### src/gmr_map.svh
// Constants of the gripper register slave: addresses, codes, fields,
// reset values and timing counts.
// Assumes inclusion by bare name from the package and the design.
`ifndef GMR_MAP_SVH
`define GMR_MAP_SVH

// ==========================================================
// Register addresses
`define GMR_REG_ACTION 16'h03E8
`define GMR_REG_POSREQ 16'h03E9
`define GMR_REG_SPDFRC 16'h03EA
`define GMR_REG_STATUS 16'h07D0
`define GMR_NUM_WREGS 3

// ==========================================================
// Frame codes and identity
`define GMR_SLAVE_ID 8'h09
`define GMR_FC_READ 8'h03
`define GMR_FC_WRITE 8'h10
`define GMR_RD_FRAME_LEN 5'h08
`define GMR_WR_FIXED_LEN 5'h09
`define GMR_WR_RESP_LEN 4'h6
`define GMR_RD_RESP_HDR 4'h3

// ==========================================================
// Check value
`define GMR_CRC_INIT 16'hFFFF
`define GMR_CRC_POLY 16'hA001
`define GMR_CRC_RESIDUE 16'h0000

// ==========================================================
// Field positions inside the action and status words
`define GMR_ACT_BIT 8
`define GMR_GTO_BIT 11
`define GMR_STA_IDLE 2'h0
`define GMR_STA_PROG 2'h1
`define GMR_STA_DONE 2'h3
`define GMR_REG_RESET 16'h0000

// ==========================================================
// Buffer sizes
`define GMR_RX_DEPTH 16
`define GMR_TX_DEPTH 9

// ==========================================================
// Timing
`define GMR_CLK_PERIOD_NS 5
`define GMR_ACT_TIME_NS 10000
`define GMR_ACT_CYCLES (`GMR_ACT_TIME_NS / `GMR_CLK_PERIOD_NS)

`endif

### src/gmr_pkg.sv
// Types shared by the gripper register slave.
// Assumes gmr_map.svh is on the include path.
`include "gmr_map.svh"

package gmr_pkg;

  // ==========================================================
  // Frame engine phases
  typedef enum logic [1:0] {
    GMR_S_RX,
    GMR_S_DEC,
    GMR_S_TX
  } gmr_fsm_t;

  // ==========================================================
  // Command words handed to the motion logic
  typedef struct packed {
    logic [15:0] action_request_options; // Action request and options
    logic [15:0] options2_position_request; // Options 2 and position
    logic [15:0] speed_force_request; // Speed and force
  } gmr_cmd_t;

  // ==========================================================
  // Whole state of the slave
  typedef struct packed {
    gmr_fsm_t fsm; // Frame engine phase
    logic [`GMR_RX_DEPTH-1:0][7:0] rx_buf; // Received frame bytes
    logic [4:0] rx_len; // Bytes received
    logic [15:0] rx_crc; // Running check over received bytes
    logic rx_ovf; // Frame too long
    logic [`GMR_TX_DEPTH-1:0][7:0] tx_buf; // Response body
    logic [3:0] tx_len; // Body length
    logic [3:0] tx_idx; // Byte being sent
    logic [15:0] tx_crc; // Running check over sent bytes
    logic [7:0] tx_data; // Byte on the transmit port
    logic tx_valid; // Transmit byte offered
    logic [`GMR_NUM_WREGS-1:0][15:0] regs; // Writable registers
    logic [1:0] sta; // Activation state field
    logic [11:0] act_cnt; // Activation timer
  } gmr_st_t;

endpackage : gmr_pkg

### src/gmr_crc_byte.sv
// One byte step of the frame check value (reflected, poly A001).
// Assumes the caller holds the running value between bytes.
`timescale 1ns/1ps
`include "gmr_map.svh"

module gmr_crc_byte (
  input wire logic [15:0] crc_in, // Running value before the byte
  input wire logic [7:0] data, // Byte to fold in
  output logic [15:0] crc_out // Running value after the byte
);

  // ==========================================================
  // Eight shift steps, low bit first
  always_comb
  begin
    logic [15:0] c;
    c = crc_in ^ {8'h00, data};
    for (int i = 0; i < 8; i++)
    begin
      if (c[0])
        c = (c >> 1) ^ `GMR_CRC_POLY;
      else
        c = c >> 1;
    end
    crc_out = c;
  end

endmodule // gmr_crc_byte

### src/gmr_modbus_slave.sv
// Frame-level register slave of a gripper: takes request bytes,
// checks and decodes read and write frames, keeps the command
// registers and the activation status, and sends the answer.
// Assumes a byte receiver and sender on the same clock; frame end
// comes from line silence, at least one cycle after the last byte.
`timescale 1ns/1ps
`include "gmr_map.svh"

module gmr_modbus_slave (
  input wire logic CLK, // 200 MHz clock
  input wire logic RST, // Asynchronous reset, active high
  input wire logic RX_VALID, // Received byte strobe
  input wire logic [7:0] RX_DATA, // Received byte
  input wire logic RX_FRAME_END, // Line silence closes the frame
  input wire logic TX_READY, // Sender takes the offered byte
  output logic [7:0] TX_DATA, // Byte to send
  output logic TX_VALID, // Byte offered to the sender
  output gmr_pkg::gmr_cmd_t GRIP_CMD, // Command words to motion logic
  output logic [1:0] ACT_STATE // Activation state field
);

  // ==========================================================
  // Declarations
  localparam int ACT_CYC = `GMR_ACT_CYCLES; // Activation length

  gmr_pkg::gmr_st_t q; // Registered state
  gmr_pkg::gmr_st_t d; // Next state
  logic [15:0] rx_crc_nx; // Check after the incoming byte
  logic [15:0] tx_crc_nx; // Check after the outgoing byte
  logic [7:0] tx_byte; // Byte due for sending
  logic [7:0] fc; // Function code of the frame
  logic [15:0] addr; // First register address
  logic [15:0] cnt; // Register count
  logic [7:0] bc; // Byte count of a write
  logic [16:0] wr_end; // One past the last written address
  logic crc_ok; // Frame check value good
  logic id_ok; // Frame is addressed to us
  logic rd_ok; // Well-formed read
  logic wr_ok; // Well-formed write inside the map
  logic [15:0] status; // Status word as read

  // ==========================================================
  // Check value steps for both directions
  gmr_crc_byte u_rx_crc (
    .crc_in(q.rx_crc),
    .data(RX_DATA),
    .crc_out(rx_crc_nx)
  );
  gmr_crc_byte u_tx_crc (
    .crc_in(q.tx_crc),
    .data(tx_byte),
    .crc_out(tx_crc_nx)
  );

  // ==========================================================
  // Frame fields and checks
  always_comb
  begin
    fc = q.rx_buf[1];
    addr = {q.rx_buf[2], q.rx_buf[3]};
    cnt = {q.rx_buf[4], q.rx_buf[5]};
    bc = q.rx_buf[6];
    // Check over the whole frame, its own value included, leaves zero
    crc_ok = (q.rx_crc == `GMR_CRC_RESIDUE);
    id_ok = (q.rx_buf[0] == `GMR_SLAVE_ID);
    // Reads of one to three words; unmapped words read as zero
    rd_ok = (fc == `GMR_FC_READ) && (q.rx_len == `GMR_RD_FRAME_LEN)
      && (cnt != 16'h0000) && (cnt <= 16'h0003);
    wr_end = {1'b0, addr} + {1'b0, cnt};
    // Field order, byte count and length must all agree
    wr_ok = (fc == `GMR_FC_WRITE) && (cnt != 16'h0000)
      && (cnt <= 16'h0003) && (bc == {cnt[6:0], 1'b0})
      && (q.rx_len == 5'(`GMR_WR_FIXED_LEN + {cnt[3:0], 1'b0}))
      && (addr >= `GMR_REG_ACTION)
      && (wr_end <= 17'({1'b0, `GMR_REG_SPDFRC} + 17'h00001));
  end

  // ==========================================================
  // Status word: echo bits, activation state, low byte zero
  assign status = {2'b00, q.sta, q.regs[0][`GMR_GTO_BIT], 2'b00,
    q.regs[0][`GMR_ACT_BIT], 8'h00};
  // Word seen by a read at a given address
  function automatic logic [15:0] rd_word(input logic [15:0] a);
    case (a)
      `GMR_REG_ACTION: rd_word = q.regs[0];
      `GMR_REG_POSREQ: rd_word = q.regs[1];
      `GMR_REG_SPDFRC: rd_word = q.regs[2];
      `GMR_REG_STATUS: rd_word = status;
      default: rd_word = 16'h0000;
    endcase
  endfunction

  // ==========================================================
  // Byte due on the line: body, then check low, then check high
  assign tx_byte = (q.tx_idx < q.tx_len) ? q.tx_buf[q.tx_idx]
    : (q.tx_idx == q.tx_len) ? q.tx_crc[7:0] : q.tx_crc[15:8];

  // ==========================================================
  // Next state
  always_comb
  begin
    logic [1:0] off;
    off = 2'(addr - `GMR_REG_ACTION);
    d = q;
    // Activation timer runs while the state field says in progress
    if (q.sta == `GMR_STA_PROG)
    begin
      if (q.act_cnt == 12'(ACT_CYC - 1))
        d.sta = `GMR_STA_DONE;
      else
        d.act_cnt = q.act_cnt + 12'h001;
    end
    case (q.fsm)
      gmr_pkg::GMR_S_RX:
      begin
        // Collect bytes; too many marks the frame for discard
        if (RX_VALID)
        begin
          if (q.rx_len == 5'(`GMR_RX_DEPTH))
            d.rx_ovf = 1'b1;
          else
          begin
            d.rx_buf[q.rx_len[3:0]] = RX_DATA;
            d.rx_len = q.rx_len + 5'h01;
            d.rx_crc = rx_crc_nx;
          end
        end
        if (RX_FRAME_END)
        begin
          if (!q.rx_ovf && (q.rx_len != 5'h00))
            d.fsm = gmr_pkg::GMR_S_DEC;
          else
          begin
            d.rx_len = 5'h00;
            d.rx_crc = `GMR_CRC_INIT;
            d.rx_ovf = 1'b0;
          end
        end
      end
      gmr_pkg::GMR_S_DEC:
      begin
        // Unless answered below, the frame is dropped silently
        d.fsm = gmr_pkg::GMR_S_RX;
        d.rx_len = 5'h00;
        d.rx_crc = `GMR_CRC_INIT;
        d.rx_ovf = 1'b0;
        d.tx_idx = 4'h0;
        d.tx_crc = `GMR_CRC_INIT;
        if (crc_ok && id_ok && rd_ok)
        begin
          // Read answer: id, code, byte count, words high byte first
          d.tx_buf[0] = q.rx_buf[0];
          d.tx_buf[1] = fc;
          d.tx_buf[2] = {cnt[6:0], 1'b0};
          for (int i = 0; i < 3; i++)
          begin
            d.tx_buf[3 + 2 * i] = 8'(rd_word(addr + 16'(i)) >> 8);
            d.tx_buf[4 + 2 * i] = 8'(rd_word(addr + 16'(i)));
          end
          d.tx_len = 4'(`GMR_RD_RESP_HDR + {cnt[2:0], 1'b0});
          d.fsm = gmr_pkg::GMR_S_TX;
        end
        else if (crc_ok && id_ok && wr_ok)
        begin
          // Store words in address order
          for (int i = 0; i < 3; i++)
          begin
            if (16'(i) < cnt)
              d.regs[2'(off + 2'(i))] =
                {q.rx_buf[7 + 2 * i], q.rx_buf[8 + 2 * i]};
          end
          // Activation restarts only on a clear-then-set of the bit
          if (!d.regs[0][`GMR_ACT_BIT])
          begin
            d.sta = `GMR_STA_IDLE;
            d.act_cnt = 12'h000;
          end
          else if (!q.regs[0][`GMR_ACT_BIT])
          begin
            d.sta = `GMR_STA_PROG;
            d.act_cnt = 12'h000;
          end
          // Write answer echoes the first six bytes, no data
          for (int i = 0; i < 6; i++)
            d.tx_buf[i] = q.rx_buf[i];
          d.tx_len = `GMR_WR_RESP_LEN;
          d.fsm = gmr_pkg::GMR_S_TX;
        end
      end
      gmr_pkg::GMR_S_TX:
      begin
        // Offer one byte, hold it until taken; incoming bytes ignored
        if (!q.tx_valid)
        begin
          d.tx_valid = 1'b1;
          d.tx_data = tx_byte;
          if (q.tx_idx < q.tx_len)
            d.tx_crc = tx_crc_nx;
        end
        else if (TX_READY)
        begin
          d.tx_valid = 1'b0;
          d.tx_idx = q.tx_idx + 4'h1;
          if (q.tx_idx == q.tx_len + 4'h1)
            d.fsm = gmr_pkg::GMR_S_RX;
        end
      end
      default:
        d.fsm = gmr_pkg::GMR_S_RX;
    endcase
  end

  // ==========================================================
  // State register
  always_ff @(posedge CLK or posedge RST)
  begin
    if (RST)
    begin
      q <= '0;
      q.rx_crc <= `GMR_CRC_INIT;
      q.regs <= {`GMR_NUM_WREGS{`GMR_REG_RESET}};
    end
    else
      q <= d;
  end

  // ==========================================================
  // Outputs, all taken from the state register
  assign TX_DATA = q.tx_data;
  assign TX_VALID = q.tx_valid;
  assign GRIP_CMD.action_request_options = q.regs[0];
  assign GRIP_CMD.options2_position_request = q.regs[1];
  assign GRIP_CMD.speed_force_request = q.regs[2];
  assign ACT_STATE = q.sta;
endmodule // gmr_modbus_slave

### config.mk
export PLATFORM = sky130hd
export DESIGN_NAME = gmr_modbus_slave
export DESIGN_NICKNAME = d
export VERILOG_FILES = /design/src/gmr_pkg.sv /design/src/gmr_crc_byte.sv /design/src/gmr_modbus_slave.sv
export VERILOG_INCLUDE_DIRS = /design/src
export SDC_FILE = /design/constraint.sdc
export NUM_CORES = 1
export LEC_CHECK = 0
export BUFFER_PORTS_ARGS = -buffer_cell sky130_fd_sc_hd__buf_2
export CORE_AREA = 2 2 132 263
export DETAILED_ROUTE_END_ITERATION = 12
export DIE_AREA = 0 0 134 265
export PLACE_DENSITY_LB_ADDON = 0.25
export SKIP_LAST_GASP = 1
export SYNTH_ARGS = -nofsm -noshare
export SYNTH_HDL_FRONTEND = slang
export SYNTH_SLANG_ARGS = --single-unit
### constraint.sdc
create_clock -name CLK -period 16.1 [get_ports CLK]
set_clock_uncertainty 0.1 [all_clocks]
set_input_delay 1.61 -clock CLK [delete_from_list [all_inputs] [get_ports CLK]]
set_output_delay 1.61 -clock CLK [all_outputs]
set_load 0.03 [all_outputs]
==> impl_metrics.env, run 1 <==
export IMPL_fin_tns_setup_ps=0
export IMPL_insertion_delay_ps=580
export IMPL_slew_violations=0
export IMPL_start_kind="flop"
export IMPL_cts_resized=0
export IMPL_areaGrowthSynthToFinish_pct=6.522
export IMPL_cap_violations=0
export IMPL_hold_viol_final=0
export IMPL_portBuffers=71
export IMPL_synth_cell_type_count=74
export IMPL_max_stage_delay_ps=800
export IMPL_synth_area_top_cells="dfrtp_1, mux2_2, mux2i_1"
export IMPL_first_pass_iters=5
export IMPL_synth_top_cell_area_share_pct=39.73
export IMPL_seq_area_frac_synth_pct=42.12
export IMPL_synth_ff_type="dfrtp_1"
export IMPL_synth_seq_cells=295
export IMPL_postPlaceCellArea_sq_um=17790
export IMPL_cp_end_kind="flop"
export IMPL_setup_slack_ps=10220
export IMPL_cts_tree="yes"
export IMPL_total_power_mw=2.826
export IMPL_instances_no_fill=2247
export IMPL_synth_top_cell_by_area="dfrtp_1"
export IMPL_ant_nets=0
export IMPL_grt_start_max_net_pins=136
export IMPL_ir_worst_vdd_mv=0.1066
export IMPL_drc_errors=0
export IMPL_fmax_mhz=169.9
export IMPL_totalWireLength_um=53300
export IMPL_grt_pass1_wl_um=83050
export IMPL_worstPathArrival_ps=6240
export IMPL_die_h_um=265
export IMPL_synth_nets=1884
export IMPL_cts_buffers=27
export IMPL_cts_root_buf="clkbuf_16"
export IMPL_place_inst=2197
export IMPL_worstPathMaxFanout=91
export IMPL_wl_per_cell_um=23.72
export IMPL_gp_routability_congestion=1.015
export IMPL_initial_core_util_pct=52.62
export IMPL_preCtsSetupSlack_ps=10330
export IMPL_tightest_slew_ps=1199
export IMPL_synth_area_sq_um=17570
export IMPL_synthArstFlopShare_pct=100.0
export IMPL_clkSlewWorstSetupHoldPaths_ps=70
export IMPL_grt_pass1_vias=14621
export IMPL_drive_gt1_share_pct=18.72
export IMPL_final_common_cell="dfrtp_1"
export IMPL_nets=1838
export IMPL_post_route_period_util_pct=36.55
export IMPL_grt_overflow_total=0
export IMPL_cp_cell_sequence="buf_4 > clkinv_1 > fa_1 > nor2b_1 > o21a_1 > o21a_1 > o211a_1 > a21oi_1 > o22ai_1 > and4_1 > a2111o_2 > buf_4 > nand2_2 > mux2_2"
export IMPL_min_period_ps=5885
export IMPL_status="finished clean"
export IMPL_postSynthAreaPerCell_sq_um=9.572
export IMPL_postCtsSetupBuffers=0
export IMPL_design_area_sq_um=18720
export IMPL_fp_coreArea_sq_um=33400
export IMPL_n_antenna_cell=0
export IMPL_hold_buffers=0
export IMPL_num_rows=95
export IMPL_die_w_um=134
export IMPL_slowest_stage="clkinv_1"
export IMPL_rsz0062_at_grt="false"
export IMPL_dpl_hpwl_um=38540
export IMPL_power_density_nw_per_um2=150.9
export IMPL_vias=14080
export IMPL_criticalPathCategory="flop to flop"
export IMPL_synth_edf_count=0
export IMPL_slew_headroom_pct=19.77
export IMPL_pin_count=72
export IMPL_drt_iter0_drc=985
export IMPL_antenna_found_initial=0
export IMPL_p_leak_nw=8.332
export IMPL_htreeDepth=1
export IMPL_netlist_instances=1836
export IMPL_yosysWarnings=0
export IMPL_grt_usage_pct=30.31
export IMPL_final_cell_mix="dfrtp_1, nand2_1, o21ai_0, mux2_2, nor2_1"
export IMPL_vias_per_cell=6.266
export IMPL_clk_path_buf_depth=3
export IMPL_hold_path_class="flop to flop"
export IMPL_numClockSinks=295
export IMPL_crit_required_ps=16460
export IMPL_die_area_sq_um=35510
export IMPL_setup_violations=0
==> report_power, final <==
| part | internal, mW | switching [mW] |
|---|---|---|
| registers | 0.839 | 0.173 |
| logic | 0.442 | 0.684 |
| clock network | 0.390 | 0.298 |
==> routing by layer <==
layer | part of all wire (%) | up-vias | track usage, %
met5 | 0 | - | 0
met4 | 9.6 | 0 | 25.27
met3 | 4.9 | 224 | 3.614
met2 | 51 | 531 | 52.57
met1 | 35 | 6932 | 32.55
li1 | - | 6393 | -
==> path summary, 6_finish.rpt <==
| path | start | end | slack [ps] | cells past startpoint |
|---|---|---|---|---|
| min in group asynchronous | RST | addr[8]$_DFFE_PP0P_ | 1080 | 2 |
| max reg2reg | addr[1]$_DFFE_PP0P_ | q[121]$_DFFE_PP0P_ | 10220 | 14 |
| min reg2reg | q[107]$_DFFE_PP0P_ | q[107]$_DFFE_PP0P_ | 380 | 2 |
| min | q[107]$_DFFE_PP0P_ | q[107]$_DFFE_PP0P_ | 380 | 2 |
| max | addr[1]$_DFFE_PP0P_ | q[121]$_DFFE_PP0P_ | 10220 | 14 |
| max in group asynchronous | RST | q[270]$_DFFE_PP0P_ | 12080 | 4 |
==> state kept, by name, indices dropped and copies added (netlist names) <==
| register | flops |
|---|---|
| q | 188 |
| GRIP_CMD | 48 |
| addr | 16 |
| cnt | 16 |
| TX_DATA | 8 |
| bc | 8 |
| fc | 8 |
| ACT_STATE | 2 |
| TX_VALID | 1 |
==> metrics by stage <==
stage | utilization (%) | hold WS (ps)
after detailed placement | 53.25 | 355.0
after CTS | 56.05 | 377.0
final | 56.05 | 376.4
after floorplan | - | 329.6
after global placement | 53.25 | 350.2
after global routing | 56.05 | 403.7
==> cell usage after synthesis (5+ instances only) <==
cell,instances
nand2b_1,10
ha_1,34
nand3_1,29
nand4_1,19
buf_4,60
nor3_1,25
nand2_1,214
buf_2,13
a211oi_1,51
nor2_1,143
nor4b_1,5
buf_1,6
xnor2_1,53
nor2b_1,9
xor2_1,18
clkbuf_1,86
o31ai_1,6
mux2i_1,97
a21oi_1,112
mux4_2,13
nor3b_1,5
inv_1,53
nor4_1,15
a22o_1,16
a21o_1,9
dfrtp_1,279
o21ai_1,6
a22oi_1,9
o21ai_0,159
o22ai_1,7
mux2_2,146
dfstp_2,16
o21a_1,7
and3_1,18
o21bai_1,7
o211ai_1,13
==> kinds of logic (layout without fill, tap and decap cells) <==
logic type | after synthesis | count (layout) | share of synthesized area (%)
AO/OA/AOI/OAI | 435 | 435 | 14.94
XOR/XNOR | 74 | 74 | 3.894
adder cells (fa/ha/maj) | 35 | 35 | 2.535
buffers and inverters | 224 | 199 | 6.336
flip-flops | 295 | 295 | 42.12
multiplexers | 259 | 259 | 16.99
AND/OR/NAND/NOR | 514 | 514 | 13.18
==> critical path: cells and delay by family, from the launching register on <==
family	cells	cell delay [ps]
flip-flops	1	330
adder cells (fa/ha/maj)	1	720
AND/OR/NAND/NOR	3	1000
AO/OA/AOI/OAI	6	1150
multiplexers	1	460
buffers and inverters	3	1970
==> area by class of cell <==
type | count | area (sq um)
clock buffer | 34 | 732.0
clock inverter | 16 | 202.7
fill | 2920 | 14680
inverter | 56 | 217.7
multi-input combinational | 1317 | 9099
sequential | 295 | 7403
tap | 436 | 545.5
timing repair buffer | 93 | 520.5
Note: power is estimated with default switching activity, not from simulation.
==> run 2, diff against run 1 <==
--- a/config.mk
+++ b/config.mk
@@ -6,10 +6,11 @@
 export SDC_FILE = /design/constraint.sdc
 export NUM_CORES = 1
 export LEC_CHECK = 0
+export ABC_AREA = 1
 export BUFFER_PORTS_ARGS = -buffer_cell sky130_fd_sc_hd__buf_2
-export CORE_AREA = 2 2 132 263
+export CORE_AREA = 2 2 136 271
 export DETAILED_ROUTE_END_ITERATION = 12
-export DIE_AREA = 0 0 134 265
+export DIE_AREA = 0 0 138 273
 export PLACE_DENSITY_LB_ADDON = 0.25
 export SKIP_LAST_GASP = 1
 export SYNTH_ARGS = -nofsm -noshare
==> constraint.sdc (replaced) <==
create_clock -name CLK -period 4.71 [get_ports CLK]
set_clock_uncertainty 0.1 [all_clocks]
set_input_delay 0.471 -clock CLK [delete_from_list [all_inputs] [get_ports CLK]]
set_output_delay 0.471 -clock CLK [all_outputs]
set_load 0.03 [all_outputs]
==> run 2 against run 1 <==
  * Wire length up 18%
  * The run now ends with hold timing left
  * Flip-flop and latch count unchanged
  * Non-clock buffer count up 15
  * Critical path depth up 3
  * Fmax up 53%
  * Clock power rose to 3.2 times the previous value
  * Register-to-register slack worse by 9400 ps
  * Sequential power rose to 3.7 times the previous value
  * Largest power group unchanged
  * Area after synthesis up 6.5%
  * Synthesized cell count up 42%
==> impl_metrics.env, run 2 <==
export IMPL_drive_gt1_share_pct=9.287
export IMPL_cts_root_buf="clkbuf_16"
export IMPL_synthArstFlopShare_pct=100.0
export IMPL_synth_cell_type_count=65
export IMPL_failed_checks="hold timing"
export IMPL_die_h_um=273
export IMPL_crit_required_ps=5110
export IMPL_yosysWarnings=0
export IMPL_insertion_delay_ps=580
export IMPL_slew_headroom_pct=19.03
export IMPL_min_period_ps=3858
export IMPL_dpl_hpwl_um=47650
export IMPL_worstPathMaxFanout=16
export IMPL_initial_core_util_pct=52.65
export IMPL_worstPathArrival_ps=4260
export IMPL_final_common_cell="nand2_1"
export IMPL_drc_errors=0
export IMPL_post_synth_top_count_cell="nand2_1"
export IMPL_grt_start_max_net_pins=153
export IMPL_clk_path_buf_depth=3
export IMPL_final_cell_mix="nand2_1, o21ai_0, inv_1, dfrtp_1, nor2_1"
export IMPL_clkSlewWorstSetupHoldPaths_ps=70
export IMPL_n_antenna_cell=0
export IMPL_ir_worst_vdd_mv=0.6916
export IMPL_fmax_mhz=259.2
export IMPL_criticalPathCategory="flop to flop"
export IMPL_grt_usage_pct=32.85
export IMPL_max_flop_register="q"
export IMPL_drt_iter0_drc=1293
export IMPL_seqCellArea_sq_um=7402
export IMPL_htreeDepth=1
export IMPL_grt_pass1_vias=17398
export IMPL_cp_end_kind="flop"
export IMPL_totalWireLength_um=62710
export IMPL_instances_no_fill=3045
export IMPL_postCtsSetupBuffers=0
export IMPL_hold_path_class="primary input to async pin"
export IMPL_nets=2623
export IMPL_status="finished with violations"
export IMPL_synth_ff_type="dfrtp_1"
export IMPL_pin_count=72
export IMPL_first_pass_iters=6
export IMPL_synth_seq_cells=295
export IMPL_hold_buffers=0
export IMPL_vias_per_cell=5.795
export IMPL_fillers=3450
export IMPL_multi_input_area_sq_um=9158
export IMPL_rsz0062_at_grt="false"
export IMPL_fin_tns_setup_ps=0
export IMPL_cts_tree="yes"
export IMPL_whs_ps=-26.95
export IMPL_die_w_um=138
export IMPL_cts_buffers=27
export IMPL_postPlaceCellArea_sq_um=19020
export IMPL_total_power_mw=12.90
export IMPL_grt_overflow_total=0
export IMPL_start_kind="flop"
export IMPL_seq_area_frac_synth_pct=39.54
export IMPL_design_area_sq_um=19860
export IMPL_wl_per_cell_um=20.59
export IMPL_largest_reg_flops=188
export IMPL_synth_area_top_cells="dfrtp_1, nand2_1, o21ai_0"
export IMPL_numClockSinks=295
export IMPL_postSynthAreaPerCell_sq_um=7.186
export IMPL_gp_routability_congestion=1.032
export IMPL_fp_coreArea_sq_um=35560
export IMPL_p_leak_nw=9.138
export IMPL_cap_violations=0
export IMPL_antenna_found_initial=0
export IMPL_portBuffers=71
export IMPL_synth_area_sq_um=18720
export IMPL_synth_top_cell_by_area="dfrtp_1"
export IMPL_vias=17645
export IMPL_tightest_slew_ps=1210
export IMPL_netlist_instances=2605
export IMPL_slew_violations=0
export IMPL_setup_violations=0
export IMPL_place_inst=2996
export IMPL_synth_nets=2653
export IMPL_num_rows=98
export IMPL_hold_viol_final=7
export IMPL_cts_resized=0
export IMPL_areaGrowthSynthToFinish_pct=6.109
export IMPL_post_route_period_util_pct=81.90
export IMPL_power_density_nw_per_um2=649.3
export IMPL_ys_top_cells_by_count="nand2_1, o21ai_0, inv_1, dfrtp_1, nor2_1"
export IMPL_grt_pass1_wl_um=96900
export IMPL_synth_edf_count=0
export IMPL_ant_nets=0
export IMPL_synth_top_cell_area_share_pct=37.29
export IMPL_die_area_sq_um=37670
run 2: kinds of logic after synthesis:
logic type | Yosys count | share of synthesized area, %
flops | 295 | 39.54
mux | 2 | 0.1136
compound gates | 597 | 17.46
buf+inv | 492 | 11.70
fa+ha+maj | 35 | 2.379
xor+xnor | 65 | 3.081
simple gates | 1119 | 25.73
run 2: report_power, final:
| part | leakage (nW) | switching (mW) | internal [mW] |
|---|---|---|---|
| clock network | 0.418 | 1.01 | 1.16 |
| logic | 5.10 | 4.91 | 2.11 |
| registers | 3.62 | 0.564 | 3.14 |
run 2: through the flow:
stage / hold WS (ps) / utilization [%] / worst slack [ps]
detailed placement: 343.2 / 53.50 / 927.6
floorplan: 322.2 / - / 234.9
global placement: 334.8 / 53.50 / 1010
global route: 45.87 / 55.86 / 533.8
CTS: 99.22 / 55.86 / 899.8
finish: -26.95 / 55.86 / 852.5
run 2: worst max-delay path: stages, from the launching register on:
cell      delay [ps]
dfrtp_1          590
ha_1             400
nand2_1           60
nor2_1           920
nand2_1          130
o211ai_1         200
nand2_1          220
nand2_1          130
nand2_1          130
nand2_1           80
nand2_1           80
nand2_1           80
nand2_1           70
nand2_1           80
nand3_1          150
nand3_1          120
nand3_1           70
a21oi_1          140
run 2: layer usage:
layer	vias to the layer above	global-route usage, %	share of wire [%]
met3	260	3.697	5.0
met5	-	0	0
met4	0	26.05	9.2
met1	8313	33.61	34
li1	8392	-	-
met2	680	60.29	51
run 2: cell type report:
type | count | share of cell area [%]
Sequential cell | 295 | 37.26
Inverter | 325 | 6.198
Tap cell | 450 | 2.834
Multi-Input combinational cell | 1818 | 46.10
Clock buffer | 35 | 3.704
Clock inverter | 14 | 0.5228
Timing Repair Buffer | 108 | 3.376
run 2: final timing paths:
path | startpoint | cells past startpoint | to | slack, ps
setup / recovery | q[89]$_DFFE_PP0P_ | 17 | q[71]$_DFFE_PP0P_ | 850
hold / removal | RST | 3 | ACT_STATE[1]$_DFF_PP0_ | -30
setup reg to reg | q[89]$_DFFE_PP0P_ | 17 | q[71]$_DFFE_PP0P_ | 850
hold reg to reg | q[95]$_DFFE_PP0P_ | 2 | q[95]$_DFFE_PP0P_ | 360
max in group asynchronous | RST | 3 | bc[6]$_DFFE_PP0P_ | 3750
min in group CLK | TX_READY | 4 | TX_VALID$_DFFE_PP0P_ | 180
==> run 3, diff against run 2 <==
--- a/config.mk
+++ b/config.mk
@@ -6,11 +6,11 @@
 export SDC_FILE = /design/constraint.sdc
 export NUM_CORES = 1
 export LEC_CHECK = 0
-export ABC_AREA = 1
+export ABC_AREA = 0
 export BUFFER_PORTS_ARGS = -buffer_cell sky130_fd_sc_hd__buf_2
-export CORE_AREA = 2 2 136 271
+export CORE_AREA = 2 2 132 263
 export DETAILED_ROUTE_END_ITERATION = 12
-export DIE_AREA = 0 0 138 273
+export DIE_AREA = 0 0 134 265
 export PLACE_DENSITY_LB_ADDON = 0.25
 export SKIP_LAST_GASP = 1
 export SYNTH_ARGS = -nofsm -noshare
==> constraint.sdc (replaced) <==
create_clock -name CLK -period 3.7 [get_ports CLK]
set_clock_uncertainty 0.1 [all_clocks]
set_input_delay 0.37 -clock CLK [delete_from_list [all_inputs] [get_ports CLK]]
set_output_delay 0.37 -clock CLK [all_outputs]
set_load 0.03 [all_outputs]
==> run 3 against run 2 <==
  * Wire length is 12% lower
  * First-iteration DRC count decreased by 21%
  * Combinational power fell by 19%
  * Count of clock-buffer cells in the layout up 4
  * Non-clock buffer count up 72
  * Global-route usage fell by 1.4 points
  * Sequential share of layout area up 0.46 points
  * Fmax increased by 7.0%
  * The flow now finishes without violations
  * Flip-flop and latch count unchanged
  * Sequential power increased by 9.2%
==> impl_metrics.env, run 3 (same netlist as run 1, synthesis figures left out) <==
export IMPL_gp_routability_congestion=0.9504
export IMPL_fmax_mhz=277.5
export IMPL_grt_pass1_wl_um=86010
export IMPL_vias_per_cell=6.176
export IMPL_max_flop_register="q"
export IMPL_min_period_ps=3604
export IMPL_initial_core_util_pct=52.62
export IMPL_reg2reg_depth=14
export IMPL_grt_overflow_total=0
export IMPL_setup_violations=0
export IMPL_rsz0062_at_grt="true"
export IMPL_grt_pass1_vias=14852
export IMPL_instances_no_fill=2337
export IMPL_insertion_delay_ps=590
export IMPL_tightest_slew_ps=1048
export IMPL_place_inst=2280
export IMPL_slowest_stage="a2111o_2"
export IMPL_ir_worst_vdd_mv=0.5958
export IMPL_clk_path_buf_depth=3
export IMPL_worstPathMaxFanout=12
export IMPL_cp_end_kind="flop"
export IMPL_crit_required_ps=4070
export IMPL_total_power_mw=12.77
export IMPL_hold_viol_final=0
export IMPL_nets=1926
export IMPL_clkSlewWorstSetupHoldPaths_ps=70
export IMPL_num_rows=95
export IMPL_final_cell_mix="dfrtp_1, nand2_1, o21ai_0, mux2_2, nor2_1"
export IMPL_start_kind="flop"
export IMPL_antenna_found_initial=0
export IMPL_seqCellArea_sq_um=7405
export IMPL_cts_root_buf="clkbuf_16"
export IMPL_final_common_cell="dfrtp_1"
export IMPL_ant_nets=0
export IMPL_criticalPathCategory="flop to flop"
export IMPL_largest_reg_flops=188
export IMPL_p_leak_nw=8.837
export IMPL_fillers=2903
export IMPL_grt_usage_pct=31.48
export IMPL_multi_input_area_sq_um=9176
export IMPL_power_density_nw_per_um2=650.8
export IMPL_areaGrowthSynthToFinish_pct=11.68
export IMPL_htreeDepth=1
export IMPL_wl_per_cell_um=23.72
export IMPL_slew_violations=0
export IMPL_totalWireLength_um=55430
export IMPL_die_h_um=265
export IMPL_pin_count=72
export IMPL_grt_start_max_net_pins=78
export IMPL_status="finished clean"
export IMPL_cts_tree="yes"
export IMPL_cap_violations=0
export IMPL_slew_headroom_pct=30.13
export IMPL_cts_buffers=28
export IMPL_dpl_hpwl_um=40470
export IMPL_numClockSinks=295
export IMPL_drive_gt1_share_pct=23.37
export IMPL_vias=14433
export IMPL_holdPathStages=3
export IMPL_fin_tns_setup_ps=0
export IMPL_drt_iter0_drc=1019
export IMPL_die_area_sq_um=35510
export IMPL_post_route_util_pct=58.76
export IMPL_drc_errors=0
export IMPL_portBuffers=71
export IMPL_hold_path_class="primary input to flop"
export IMPL_first_pass_iters=7
export IMPL_worst_path_most_repeated_cell="o21a_1"
export IMPL_max_stage_delay_ps=460
export IMPL_die_w_um=134
export IMPL_cp_cell_sequence="ha_1 > inv_1 > fa_2 > nor2b_1 > o21a_1 > o21a_1 > o41ai_2 > a21oi_1 > or3_4 > a21o_1 > a2111o_2 > nand2_4 > buf_12 > mux2_2"
export IMPL_fp_coreArea_sq_um=33400
export IMPL_post_route_period_util_pct=97.40
export IMPL_worstPathArrival_ps=3980
## run 3: cell count changes in the layout (fill, tap and decap cells not counted), sizes merged, moves of 17 or more
cell,previous run,this run
mux2,1,146
a21oi,62,112
nand3,133,29
inv,324,54
and3,1,18
mux2i,1,97
xnor2,21,54
xor2,44,18
buf,108,178
a211oi,2,52
nand2,726,215
o22ai,32,7
o21ai,433,165
## run 3: layout make-up
cell class	instances	area share, %
inverter	56	1.097
clock buffer	39	4.188
multi-input combinational	1317	46.76
sequential	295	37.73
antenna	1	0.01275
clock inverter	13	0.7905
tap	436	2.780
timing repair buffer	180	6.649
## run 3: path summary, 6_finish.rpt
| check | start | to | slack, ps |
|---|---|---|---|
| hold reg to reg | TX_DATA[5]$_DFFE_PP0P_ | TX_DATA[5]$_DFFE_PP0P_ | 370 |
| hold / removal | RX_FRAME_END | q[317]$_DFFE_PP0P_ | 90 |
| min in group asynchronous | RST | q[112]$_DFFE_PP0P_ | 410 |
| max in group asynchronous | RST | q[183]$_DFFE_PP1P_ | 2170 |
| setup / recovery | addr[0]$_DFFE_PP0P_ | q[141]$_DFFE_PP0P_ | 100 |
| setup reg to reg | addr[0]$_DFFE_PP0P_ | q[141]$_DFFE_PP0P_ | 100 |
## run 3: per-layer routing
| layer | global-route usage (%) | part of all wire [%] | vias to the layer above |
|---|---|---|---|
| met4 | 23.29 | 8.6 | 0 |
| met1 | 34.51 | 36 | 7100 |
| met3 | 3.175 | 4.4 | 230 |
| met5 | 0 | 0 | - |
| li1 | - | - | 6550 |
| met2 | 55.68 | 51 | 553 |
## run 3: repair_timing
item / 4_1_cts / 5_1_grt
endpoints found under the setup margin: 0 / 109
hold endpoints to repair: 27 / 0
resized for setup: 0 / 20
hold buffers: 1 / 0
buffers inserted: 0 / 2
## run 3: worst max-delay path: cells and delay by family, from the launching register on
family	cells	cell delay, ps
mux	1	350
simple gates	3	520
compound gates	6	1460
fa+ha+maj	2	420
flops	1	400
buf+inv	2	230
## run 3: where the power goes
group | internal (mW) | switching (mW)
Sequential | 3.66 | 0.394
Clock | 1.71 | 1.34
Combinational | 2.24 | 3.43
## run 3: through the flow
stage / setup WS (ps) / cell area, sq um / hold slack, ps
after floorplan: -674.1 / 17590 / 329.6
after global placement: 93.49 / 18510 / 347.4
after detailed placement: 40.22 / 18510 / 361.5
after CTS: 11.47 / 19500 / 64.09
after global routing: -26.73 / 19620 / 97.67
final: 96.36 / 19630 / 85.62
